File: src/mlm_pkg.sv
// package: constants, types and reset table of the lookup multiplier
// How it works
// [RL1] multiplicand input always present, parameter width
// [RL2] multiplicand width 2..8, 16, 24 or 32
// [RL3] multiplicand signed or unsigned by build option
// [RL4] coefficient width 2..8, 16 or 24
// [RL5] one representation for loaded and stored coefficients
// [RL6] first fixed coefficient resets to value 0..4
// [RL7] select input picks stored coefficient to use
// [RL8] load strobe overwrites selected coefficient
// [RL9] load port and strobe exist only when enabled; the code keeps both ports and masks the strobe with LOAD_EN
// [RL10] load done rises once coefficient fully written
// [RL11] loads while load done low are ignored
// [RL12] start strobe begins product, aborts running one; the code still hands over one in its last step if the buffer has room
// [RL13] one cycle per product: start ignored, data every clock
// [RL14] product output always present, product width
// [RL15] product valid only with completed product
// [RL16] one cycle per product: valid left unused; the code still drives it from the output buffer
// [RL17] optional clear resets multiplier state synchronously
// [RL18] clear input exists only when enabled; the code keeps sclr and masks it with CLR_EN
// [RL19] everything sampled and updated on one clock
// [RL20] valid stays low until last partial product added
package mlm_pkg;

    // ------------------------------------------------------------
    // widths and build options
    // ------------------------------------------------------------
    localparam int DW = 8; // multiplicand width
    localparam int CW = 8; // coefficient width
    localparam int SW = 2; // select width
    localparam int NC = 4; // stored coefficients
    localparam int RW = 16; // product width
    localparam int DIG = 2; // multiplicand bits per table lookup
    localparam int NV = 4; // table entries per coefficient
    localparam int NDIG = 4; // lookups per product
    localparam int CPP = 4; // cycles_per_product_param
    localparam int DPC = 1; // lookups per cycle
    localparam int TW = 11; // table entry width
    localparam bit DATA_SGN = 1'b1; // multiplicand is two's complement
    localparam bit COEF_SGN = 1'b1; // coefficients are two's complement
    localparam bit LOAD_EN = 1'b1; // coefficient loading built in
    localparam bit CLR_EN = 1'b1; // synchronous clear built in
    localparam logic [2:0] INIT_COEF = 3'h1; // first coefficient, 0..4
    localparam logic [CW-1:0] OTHER_COEF = 8'h00; // other coefficients
    localparam logic [1:0] LAST_POS = 2'h3; // lookup index of last step
    localparam logic [1:0] BUF_FULL = 2'h2; // buffer word count when full

    // legal width checks
    localparam bit DW_OK = (DW >= 2 && DW <= 8) || DW == 16 || DW == 24 || DW == 32;
    localparam bit CW_OK = (CW >= 2 && CW <= 8) || CW == 16 || CW == 24;

    // ------------------------------------------------------------
    // types
    // ------------------------------------------------------------
    typedef logic [TW-1:0] mlm_ent_t;
    typedef logic [NC-1:0][NV-1:0][TW-1:0] mlm_tab_t;

    // product word carried through the output buffer
    typedef struct packed {
        logic [RW-1:0] value;
    } mlm_prod_t;

    // product engine states
    typedef enum logic [1:0] {
        MLM_IDLE = 2'b00,
        MLM_RUN = 2'b01,
        MLM_HOLD = 2'b10
    } mlm_state_t;

    // whole state of the multiplier core
    typedef struct packed {
        mlm_state_t st;
        logic [DW-1:0] shreg; // multiplicand bits still to use
        logic [RW-1:0] acc; // running sum of partial products
        logic [1:0] pos; // lookup index of this step
        logic [SW-1:0] sel_op; // coefficient held for this product
        logic dneg; // multiplicand was negative
        mlm_tab_t tab; // multiples of every coefficient
        logic ld_done; // no coefficient load running
        logic [1:0] ld_idx; // table entry being written
        logic [SW-1:0] ld_sel; // coefficient being written
        logic [CW-1:0] ld_val; // value being written
    } mlm_core_t;

    // whole state of the two entry buffer
    typedef struct packed {
        mlm_prod_t [1:0] mem;
        logic wr;
        logic rd;
        logic [1:0] cnt;
    } mlm_buf_t;

    // ------------------------------------------------------------
    // table helpers
    // ------------------------------------------------------------
    // k times a coefficient, extended by its representation
    function automatic mlm_ent_t mk_ent(input logic [CW-1:0] c, input int k);
        mlm_ent_t e;
        e = {{(TW-CW){c[CW-1] & COEF_SGN}}, c};
        return e * TW'(k);
    endfunction

    // table entry widened to the product width
    function automatic logic [RW-1:0] ext_rw(input mlm_ent_t e);
        return {{(RW-TW){e[TW-1] & COEF_SGN}}, e};
    endfunction

    // table contents after reset
    function automatic mlm_tab_t init_tab();
        mlm_tab_t t;
        t = '0;
        for (int s = 0; s < NC; s++)
            for (int k = 0; k < NV; k++)
                t[s][k] = mk_ent((s == 0) ? CW'(INIT_COEF) : OTHER_COEF, k);
        return t;
    endfunction

    localparam mlm_tab_t TAB_RST = init_tab();
    localparam mlm_core_t CORE_RST = '{st: MLM_IDLE, tab: TAB_RST, ld_done: 1'b1,
        default: '0};

endpackage

File: src/mlm_skid.sv
// two entry product buffer between the multiplier and its receiver
`timescale 1ns/1ps
module mlm_skid (
    input wire logic core_clk,
    input wire logic nrst,
    input wire logic clr,
    input wire logic in_valid,
    output logic in_ready,
    input wire mlm_pkg::mlm_prod_t in_data,
    output logic out_valid,
    input wire logic out_ready,
    output mlm_pkg::mlm_prod_t out_data
);

    // ------------------------------------------------------------
    // state
    // ------------------------------------------------------------
    mlm_pkg::mlm_buf_t s_r; // registered state
    mlm_pkg::mlm_buf_t s_nxt; // next state
    logic wr_en; // word taken this cycle
    logic rd_en; // word given this cycle

    // ------------------------------------------------------------
    // next state
    // ------------------------------------------------------------
    // ring of two words, count tells full and empty
    always_comb
    begin
        s_nxt = s_r;
        in_ready = (s_r.cnt != mlm_pkg::BUF_FULL);
        out_valid = (s_r.cnt != 2'h0);
        out_data = s_r.mem[s_r.rd];
        wr_en = in_valid && in_ready;
        rd_en = out_valid && out_ready;
        if (wr_en)
        begin
            // store at write slot
            s_nxt.mem[s_r.wr] = in_data;
            s_nxt.wr = ~s_r.wr;
        end
        if (rd_en)
        begin
            // step read slot
            s_nxt.rd = ~s_r.rd;
        end
        s_nxt.cnt = s_r.cnt + {1'b0, wr_en} - {1'b0, rd_en};
        if (clr)
        begin
            // drop every held word
            s_nxt.cnt = 2'h0;
            s_nxt.wr = 1'b0;
            s_nxt.rd = 1'b0;
        end
    end

    // ------------------------------------------------------------
    // registers
    // ------------------------------------------------------------
    always_ff @(posedge core_clk or negedge nrst)
    begin
        if (!nrst)
            s_r <= '0;
        else
            s_r <= s_nxt;
    end

endmodule // mlm_skid

File: src/mlm_mult.sv
// lookup table constant coefficient multiplier with loadable coefficients
`timescale 1ns/1ps
module mlm_mult (
    input wire logic core_clk,
    input wire logic nrst,
    input wire logic [mlm_pkg::DW-1:0] data_in,
    input wire logic op_start,
    input wire logic [mlm_pkg::SW-1:0] sel,
    input wire logic [mlm_pkg::CW-1:0] coeff_in,
    input wire logic coeff_load,
    input wire logic sclr,
    output logic data_ready,
    output logic [mlm_pkg::RW-1:0] product,
    output logic product_valid,
    input wire logic product_ready,
    output logic load_done
);

    // ------------------------------------------------------------
    // state and working signals
    // ------------------------------------------------------------
    mlm_pkg::mlm_core_t s_r; // registered state
    mlm_pkg::mlm_core_t s_nxt; // next state
    logic clr; // clear seen and built in
    logic ld_go; // load request taken
    logic [mlm_pkg::DW-1:0] src; // multiplicand bits used this cycle
    logic [mlm_pkg::SW-1:0] sel_use; // coefficient used this cycle
    logic [mlm_pkg::DIG-1:0] dig; // current lookup index
    logic [mlm_pkg::RW-1:0] sum; // sum after this cycle's lookups
    logic [mlm_pkg::RW-1:0] fin; // sum with sign correction
    logic neg; // multiplicand negative
    logic last; // this cycle ends a product
    logic push; // product handed to buffer
    logic in_rdy; // buffer has room
    mlm_pkg::mlm_prod_t in_word; // product offered to buffer
    mlm_pkg::mlm_prod_t out_word; // product leaving buffer
    logic [mlm_pkg::RW-1:0] ref_prod; // plain product, checks only

    // clear only when the clear option is built in
    assign clr = mlm_pkg::CLR_EN && sclr; // RL18

    // load taken only when built in and no load is running
    assign ld_go = mlm_pkg::LOAD_EN && coeff_load && s_r.ld_done; // RL9 RL11

    // ------------------------------------------------------------
    // product engine and coefficient table
    // ------------------------------------------------------------
    always_comb
    begin
        s_nxt = s_r;
        push = 1'b0;
        // one cycle per product takes data straight from the port
        src = (mlm_pkg::CPP == 1) ? data_in : s_r.shreg; // RL13 RL1
        sel_use = (mlm_pkg::CPP == 1) ? sel : s_r.sel_op; // RL7
        sum = (mlm_pkg::CPP == 1) ? '0 : s_r.acc;
        dig = '0;
        // add each looked up multiple at its weight
        for (int j = 0; j < mlm_pkg::DPC; j++)
        begin
            dig = src[j*mlm_pkg::DIG +: mlm_pkg::DIG];
            sum = sum + (mlm_pkg::ext_rw(s_r.tab[sel_use][dig])
                << (mlm_pkg::DIG * (j + int'(s_r.pos)))); // RL5
        end
        // a negative multiplicand has its top bit weight subtracted
        neg = (mlm_pkg::CPP == 1) ? data_in[mlm_pkg::DW-1] : s_r.dneg;
        fin = sum;
        if (mlm_pkg::DATA_SGN && neg)
            fin = sum - (mlm_pkg::ext_rw(s_r.tab[sel_use][1]) << mlm_pkg::DW); // RL3
        last = (mlm_pkg::CPP == 1) ||
            (s_r.st == mlm_pkg::MLM_RUN && s_r.pos == mlm_pkg::LAST_POS);
        // a held product is offered from the accumulator
        in_word.value = (s_r.st == mlm_pkg::MLM_HOLD) ? s_r.acc : fin; // RL14

        if (mlm_pkg::CPP == 1)
        begin
            // a product every clock, the strobe plays no part
            push = in_rdy; // RL13
        end
        else
        begin
            unique case (s_r.st)
                mlm_pkg::MLM_IDLE:
                begin
                    // nothing running
                    s_nxt.st = mlm_pkg::MLM_IDLE;
                end
                mlm_pkg::MLM_RUN:
                begin
                    // one lookup step, product kept back until the last
                    s_nxt.acc = sum; // RL20
                    s_nxt.shreg = s_r.shreg >> (mlm_pkg::DIG * mlm_pkg::DPC);
                    s_nxt.pos = s_r.pos + 2'h1;
                    if (last)
                    begin
                        // finished: hand over or wait for room
                        s_nxt.acc = fin;
                        push = in_rdy; // RL15
                        s_nxt.st = in_rdy ? mlm_pkg::MLM_IDLE : mlm_pkg::MLM_HOLD;
                    end
                end
                mlm_pkg::MLM_HOLD:
                begin
                    // receiver stalled, keep offering
                    push = in_rdy;
                    if (in_rdy)
                        s_nxt.st = mlm_pkg::MLM_IDLE;
                end
                default:
                begin
                    // unused code returns to rest
                    s_nxt.st = mlm_pkg::MLM_IDLE;
                end
            endcase
            if (op_start)
            begin
                // new product, anything not handed over this cycle is dropped
                s_nxt.st = mlm_pkg::MLM_RUN; // RL12
                s_nxt.shreg = data_in;
                s_nxt.acc = '0;
                s_nxt.pos = '0;
                s_nxt.sel_op = sel;
                s_nxt.dneg = mlm_pkg::DATA_SGN & data_in[mlm_pkg::DW-1]; // RL3
            end
        end

        if (!s_r.ld_done)
        begin
            // write one multiple of the new coefficient per cycle
            s_nxt.tab[s_r.ld_sel][s_r.ld_idx] =
                mlm_pkg::mk_ent(s_r.ld_val, int'(s_r.ld_idx)); // RL8 RL5
            s_nxt.ld_idx = s_r.ld_idx + 2'h1;
            if (s_r.ld_idx == mlm_pkg::LAST_POS)
                s_nxt.ld_done = 1'b1; // RL10
        end
        else if (ld_go)
        begin
            // take the value for the selected coefficient
            s_nxt.ld_done = 1'b0; // RL8
            s_nxt.ld_idx = '0;
            s_nxt.ld_sel = sel;
            s_nxt.ld_val = coeff_in;
        end

        if (clr)
        begin
            // synchronous clear of engine and load, table kept
            s_nxt.st = mlm_pkg::MLM_IDLE; // RL17
            s_nxt.acc = '0;
            s_nxt.pos = '0;
            s_nxt.ld_done = 1'b1;
            s_nxt.ld_idx = '0;
            push = 1'b0;
        end
    end

    // ------------------------------------------------------------
    // registers
    // ------------------------------------------------------------
    // every state bit on the one clock
    always_ff @(posedge core_clk or negedge nrst)
    begin
        if (!nrst)
            s_r <= mlm_pkg::CORE_RST; // RL6
        else
            s_r <= s_nxt; // RL19
    end

    // ------------------------------------------------------------
    // output buffer
    // ------------------------------------------------------------
    mlm_skid u_skid (
        .core_clk(core_clk),
        .nrst(nrst),
        .clr(clr),
        .in_valid(push),
        .in_ready(in_rdy),
        .in_data(in_word),
        .out_valid(product_valid), // RL16
        .out_ready(product_ready),
        .out_data(out_word)
    );

    // product leaves from buffer flops
    assign product = out_word.value; // RL14
    assign load_done = s_r.ld_done; // RL10
    // only the one cycle mode can be held off by the buffer
    assign data_ready = (mlm_pkg::CPP == 1) ? in_rdy : 1'b1;

    // ------------------------------------------------------------
    // checks
    // ------------------------------------------------------------
    // plain product of the port value and the selected coefficient
    assign ref_prod = {{(mlm_pkg::RW-mlm_pkg::DW){data_in[mlm_pkg::DW-1] & mlm_pkg::DATA_SGN}},
        data_in} * mlm_pkg::ext_rw(s_r.tab[sel][1]);
endmodule // mlm_mult

File: config.mk
export PLATFORM = sky130hd
export DESIGN_NAME = mlm_mult
export DESIGN_NICKNAME = d
export VERILOG_FILES = /design/src/mlm_pkg.sv /design/src/mlm_skid.sv /design/src/mlm_mult.sv
export SDC_FILE = /design/constraint.sdc
export NUM_CORES = 1
export LEC_CHECK = 0
export BUFFER_PORTS_ARGS = -buffer_cell sky130_fd_sc_hd__buf_2
export CORE_MARGIN = 2
export CORE_UTILIZATION = 29
export CTS_BUF_LIST = sky130_fd_sc_hd__clkbuf_2 sky130_fd_sc_hd__clkbuf_4 sky130_fd_sc_hd__clkbuf_8
export DETAILED_ROUTE_END_ITERATION = 8
export PLACE_DENSITY = 0.49
export SKIP_CTS_REPAIR_TIMING = 1
export SLEW_MARGIN = 0
export SYNTH_ARGS = -nofsm -noshare
export SYNTH_HDL_FRONTEND = slang
export SYNTH_SLANG_ARGS = --single-unit
File: constraint.sdc
create_clock -name core_clk -period 8.1 [get_ports core_clk]
set_input_delay 0.81 -clock core_clk [delete_from_list [all_inputs] [get_ports core_clk]]
set_output_delay 0.81 -clock core_clk [all_outputs]
set_load 0.02 [all_outputs]
==> metrics.csv <==
stage,metric,value,unit
run_status,status,finished clean,
global_routing,grt_pass1_wl,61510,um
drt,wl_per_cell,18.72,um
synthesis,ys_top_cells_by_area,"dfrtp_1 46%, nand2_1 7.8%, mux4_2 7.5%, o21ai_0 7.4%, mux2i_1 3.8%",
sta,hold_viol_final,0,
clocking,htree_levels,2,
synthesis,synth_flop_cell,dfrtp_1,
clocking,clkLatencyLatePin,0.58,ns
clocking,cts_max_path_buffers,3,
floorplanning,fp.coreArea,46750,um^2
global_routing,first_global_vias,10250,
sta,finalCritPeriodShare,0.7972,
worst_setup_path,worstPathMaxFanout,41,
synthesis,netlist.top_cell.by_area,dfrtp_1,
floorplanning,die-width,222.1,um
finish,nFillCells,4819,
finish,fin_util,0.3319,
pwr,leakage,7.036,nW
worst_setup_path,critPathLaunch,sel_use[0]$_DFFE_PN0P_,
global_routing,antenna_found_initial,0,
sta,report.final.slew_viol_count,0,
worst_setup_path,timing.critical_path.to,u_skid.s_r[35]$_DFFE_PN0P_,
worst_setup_path,r2r_start,sel_use[0]$_DFFE_PN0P_,
worst_setup_path,r2r-end,u_skid.s_r[35]$_DFFE_PN0P_,
worst_setup_path,crit_path_start_kind,flop,
sta,period_needed,6.457,ns
synthesis,synth-seq-cells,256,
pwr,ir_worst_vdd,0.1139,mV
job,maxCapViolCount,0,
global_routing,grt_start_max_net_pins,162,
global_routing,grt.total_usage,0.1591,
synthesis,seq_area_frac_synth,0.4648,
sta,finalSetupTns,0,ns
finish,syn2layout_area_growth,12.47,%
floorplanning,die_h,222.1,um
pwr,power.density,223.1,nW/um^2
placed_design,hpwl,25490,um
clocking,cts_tree,built,
placed_design,port_buffers,41,
worst_setup_path,r2r_setup_slack,1.64,ns
floorplanning,die-area,49330,um^2
synthesis,syn-num-nets,1489,
synthesis,syn_area,13800,um^2
placed_design,gp_congestion,0.8310,
sta,fmax,154.9,MHz
min_path,hp-class,in -> async,
drt,dr.pass1.iters,5,
drt,wirelength,38730,um
finish,nets,1493,
sta,final.setup.worst_slack,1.643,ns
drt,drtAntennaViolNets,0,
worst_setup_path,crit_type,reg -> reg,
synthesis,syn_area_per_cell,9.695,um^2
sta,slew_headroom,0.2254,
sta,rsz0062_at_grt,no,
drt,drcViolationCount,0,
synthesis,yosysUniqueCellTypes,58,
drt,num_vias,10220,
worst_setup_path,cp.required,8.58,ns
sta,setup_viol,0,
floorplanning,initial_core_util,0.2951,
worst_setup_path,cp.arrival,6.94,ns
clocking,cts_buffers,46,
global_routing,grt_overflow,0,
finish,fin_area,15520,um^2
floorplanning,ioPinCount,43,
floorplanning,fp-row-count,79,
worst_setup_path,crit_path_end_kind,flop,
placed_design,pre_cts_slack,1.619,ns
finish,antenna_cells,0,
sta,finClkSkew,0.02428,ns
placed_design,place_area,14510,um^2
drt,drtIter0Drc,571,
worst_setup_path,rr_worst_depth,19,
clocking,clock-sinks,256,
synthesis,synth_edf_count,0,
finish,drive_gt1_frac,0.1601,
synthesis,async_flop_share,1.000,
clocking,root_buffer,clkbuf_8,
drt,via_per_inst,4.939,
synthesis,yosysTopAreaCellShare,0.4553,
sta,tightestPinTransition,1.154,ns
synthesis,yosys_warnings,0,
pwr,finalPower,3.462,mW
clocking,clk_pin_slew,0.06,ns
synthesis,synthCells,1423,
[where the power goes]
part	total [mW]	leakage (nW)	switching, mW	internal, mW
Sequential	1.46	3.45	0.0813	1.38
Combinational	0.671	3.05	0.391	0.280
Clock	1.33	0.543	0.551	0.778
Total	3.46	7.04	1.02	2.44
[area by class of cell]
class                      count  area [um^2]  area share
clock buffer                  80        969.7     0.06250
timing repair buffer          56        340.3     0.02193
tap                          607        759.5     0.04895
multi-input combinational   1034         6868      0.4426
inverter                      33        123.9    0.007983
clock inverter                 3        40.04    0.002580
sequential                   256         6415      0.4134
[worst max-delay path, cell delays in order (launching register included)]
cell     delay, ns
dfrtp_2       0.34
buf_4         0.64
mux4_2        0.65
mux4_2        0.51
nor3b_1       0.16
ha_1          0.24
fa_1          0.41
a21o_1        0.18
a21oi_1       0.21
o21ai_0       0.32
and3_1        0.30
o311a_1       0.31
or2_2         0.28
ha_1          0.21
or4_1         0.51
o21ai_0       0.27
xor2_1        0.27
nand2_1       0.10
xor3_1        0.23
o31ai_1       0.21
[sequential cells by signal (all words and copies together), names as in the netlist]
signal and flops:
load_done 1, src 8, neg 1, sel_use 2, s_r 208, u_skid.s_r 36
[cells in the mapped netlist (all sizes together) (33+ instances only)]
library cell and instances:
nand2 285, inv 33, a21oi 54, mux4 53, mux2 34, mux2i 52
ha 39, dfrtp 251, o21ai 204, clkbuf 85, nor2 101
[cells by family (layout without fill, tap and decap cells)]
logic type	count (synthesis)	after routing	share of synthesized area
buffers and inverters	133	172	0.03737
adders and majority gates	42	42	0.03972
muxes	139	139	0.1539
DFF	256	256	0.4648
other	1	1	0.0002718
xor gates and xnor gates	21	21	0.01442
and+or+nand+nor	501	501	0.1563
AOI/OAI and AO/OA	330	330	0.1332
[metrics by stage]
stage	hold WS, ns	std cells
global route	0.2945	2069
CTS	0.2566	2069
floorplan	0.4372	1423
finish	0.2086	2069
detailed placement	0.4610	1986
global placement	0.4473	1986
[placed cells by master, fill, tap and decap left out, types with 5 or more instances in the layout]
cell type	netlist	final
nand2_1	285	285
dfrtp_1	251	249
o21ai_0	203	203
nor2_1	101	101
clkbuf_8	0	59
a21oi_1	54	54
mux2i_1	52	52
mux4_2	46	46
buf_2	4	40
ha_1	39	39
mux2_2	34	34
inv_1	33	33
nor2b_1	22	22
a31oi_1	22	22
clkbuf_4	0	21
and2_1	18	18
nand2b_1	18	18
buf_4	1	14
nand3_1	13	13
nor3_1	13	13
xor2_1	10	10
xnor2_1	10	10
a21o_1	10	10
mux4_1	7	7
o31ai_1	7	7
and3_1	5	5
o21a_1	5	5
or3_1	5	5
a21boi_0	5	5
dfstp_2	5	5
[worst min path at each step]
stage	from	cells past startpoint	end
6_report	nrst	1	u_skid.s_r[29]$_DFFE_PN0P_
4_1_cts	nrst	1	u_skid.s_r[16]$_DFFE_PN0P_
3_3_place_gp	s_r[36]$_DFFE_PN1P_	2	s_r[36]$_DFFE_PN1P_
5_1_grt	nrst	1	u_skid.s_r[29]$_DFFE_PN0P_
2_1_floorplan	s_r[36]$_DFFE_PN1P_	2	s_r[36]$_DFFE_PN1P_
3_5_place_dp	s_r[47]$_DFFE_PN1P_	2	s_r[47]$_DFFE_PN1P_
[routing by layer]
layer,routed length [um],vias up,track usage
li1,-,4958,-
met1,18420,4977,0.2222
met2,17920,227,0.2579
met3,1700,56,0.02465
met4,688,0,0.04032
met5,0,-,0
Note: power is estimated with default switching activity, not from simulation.
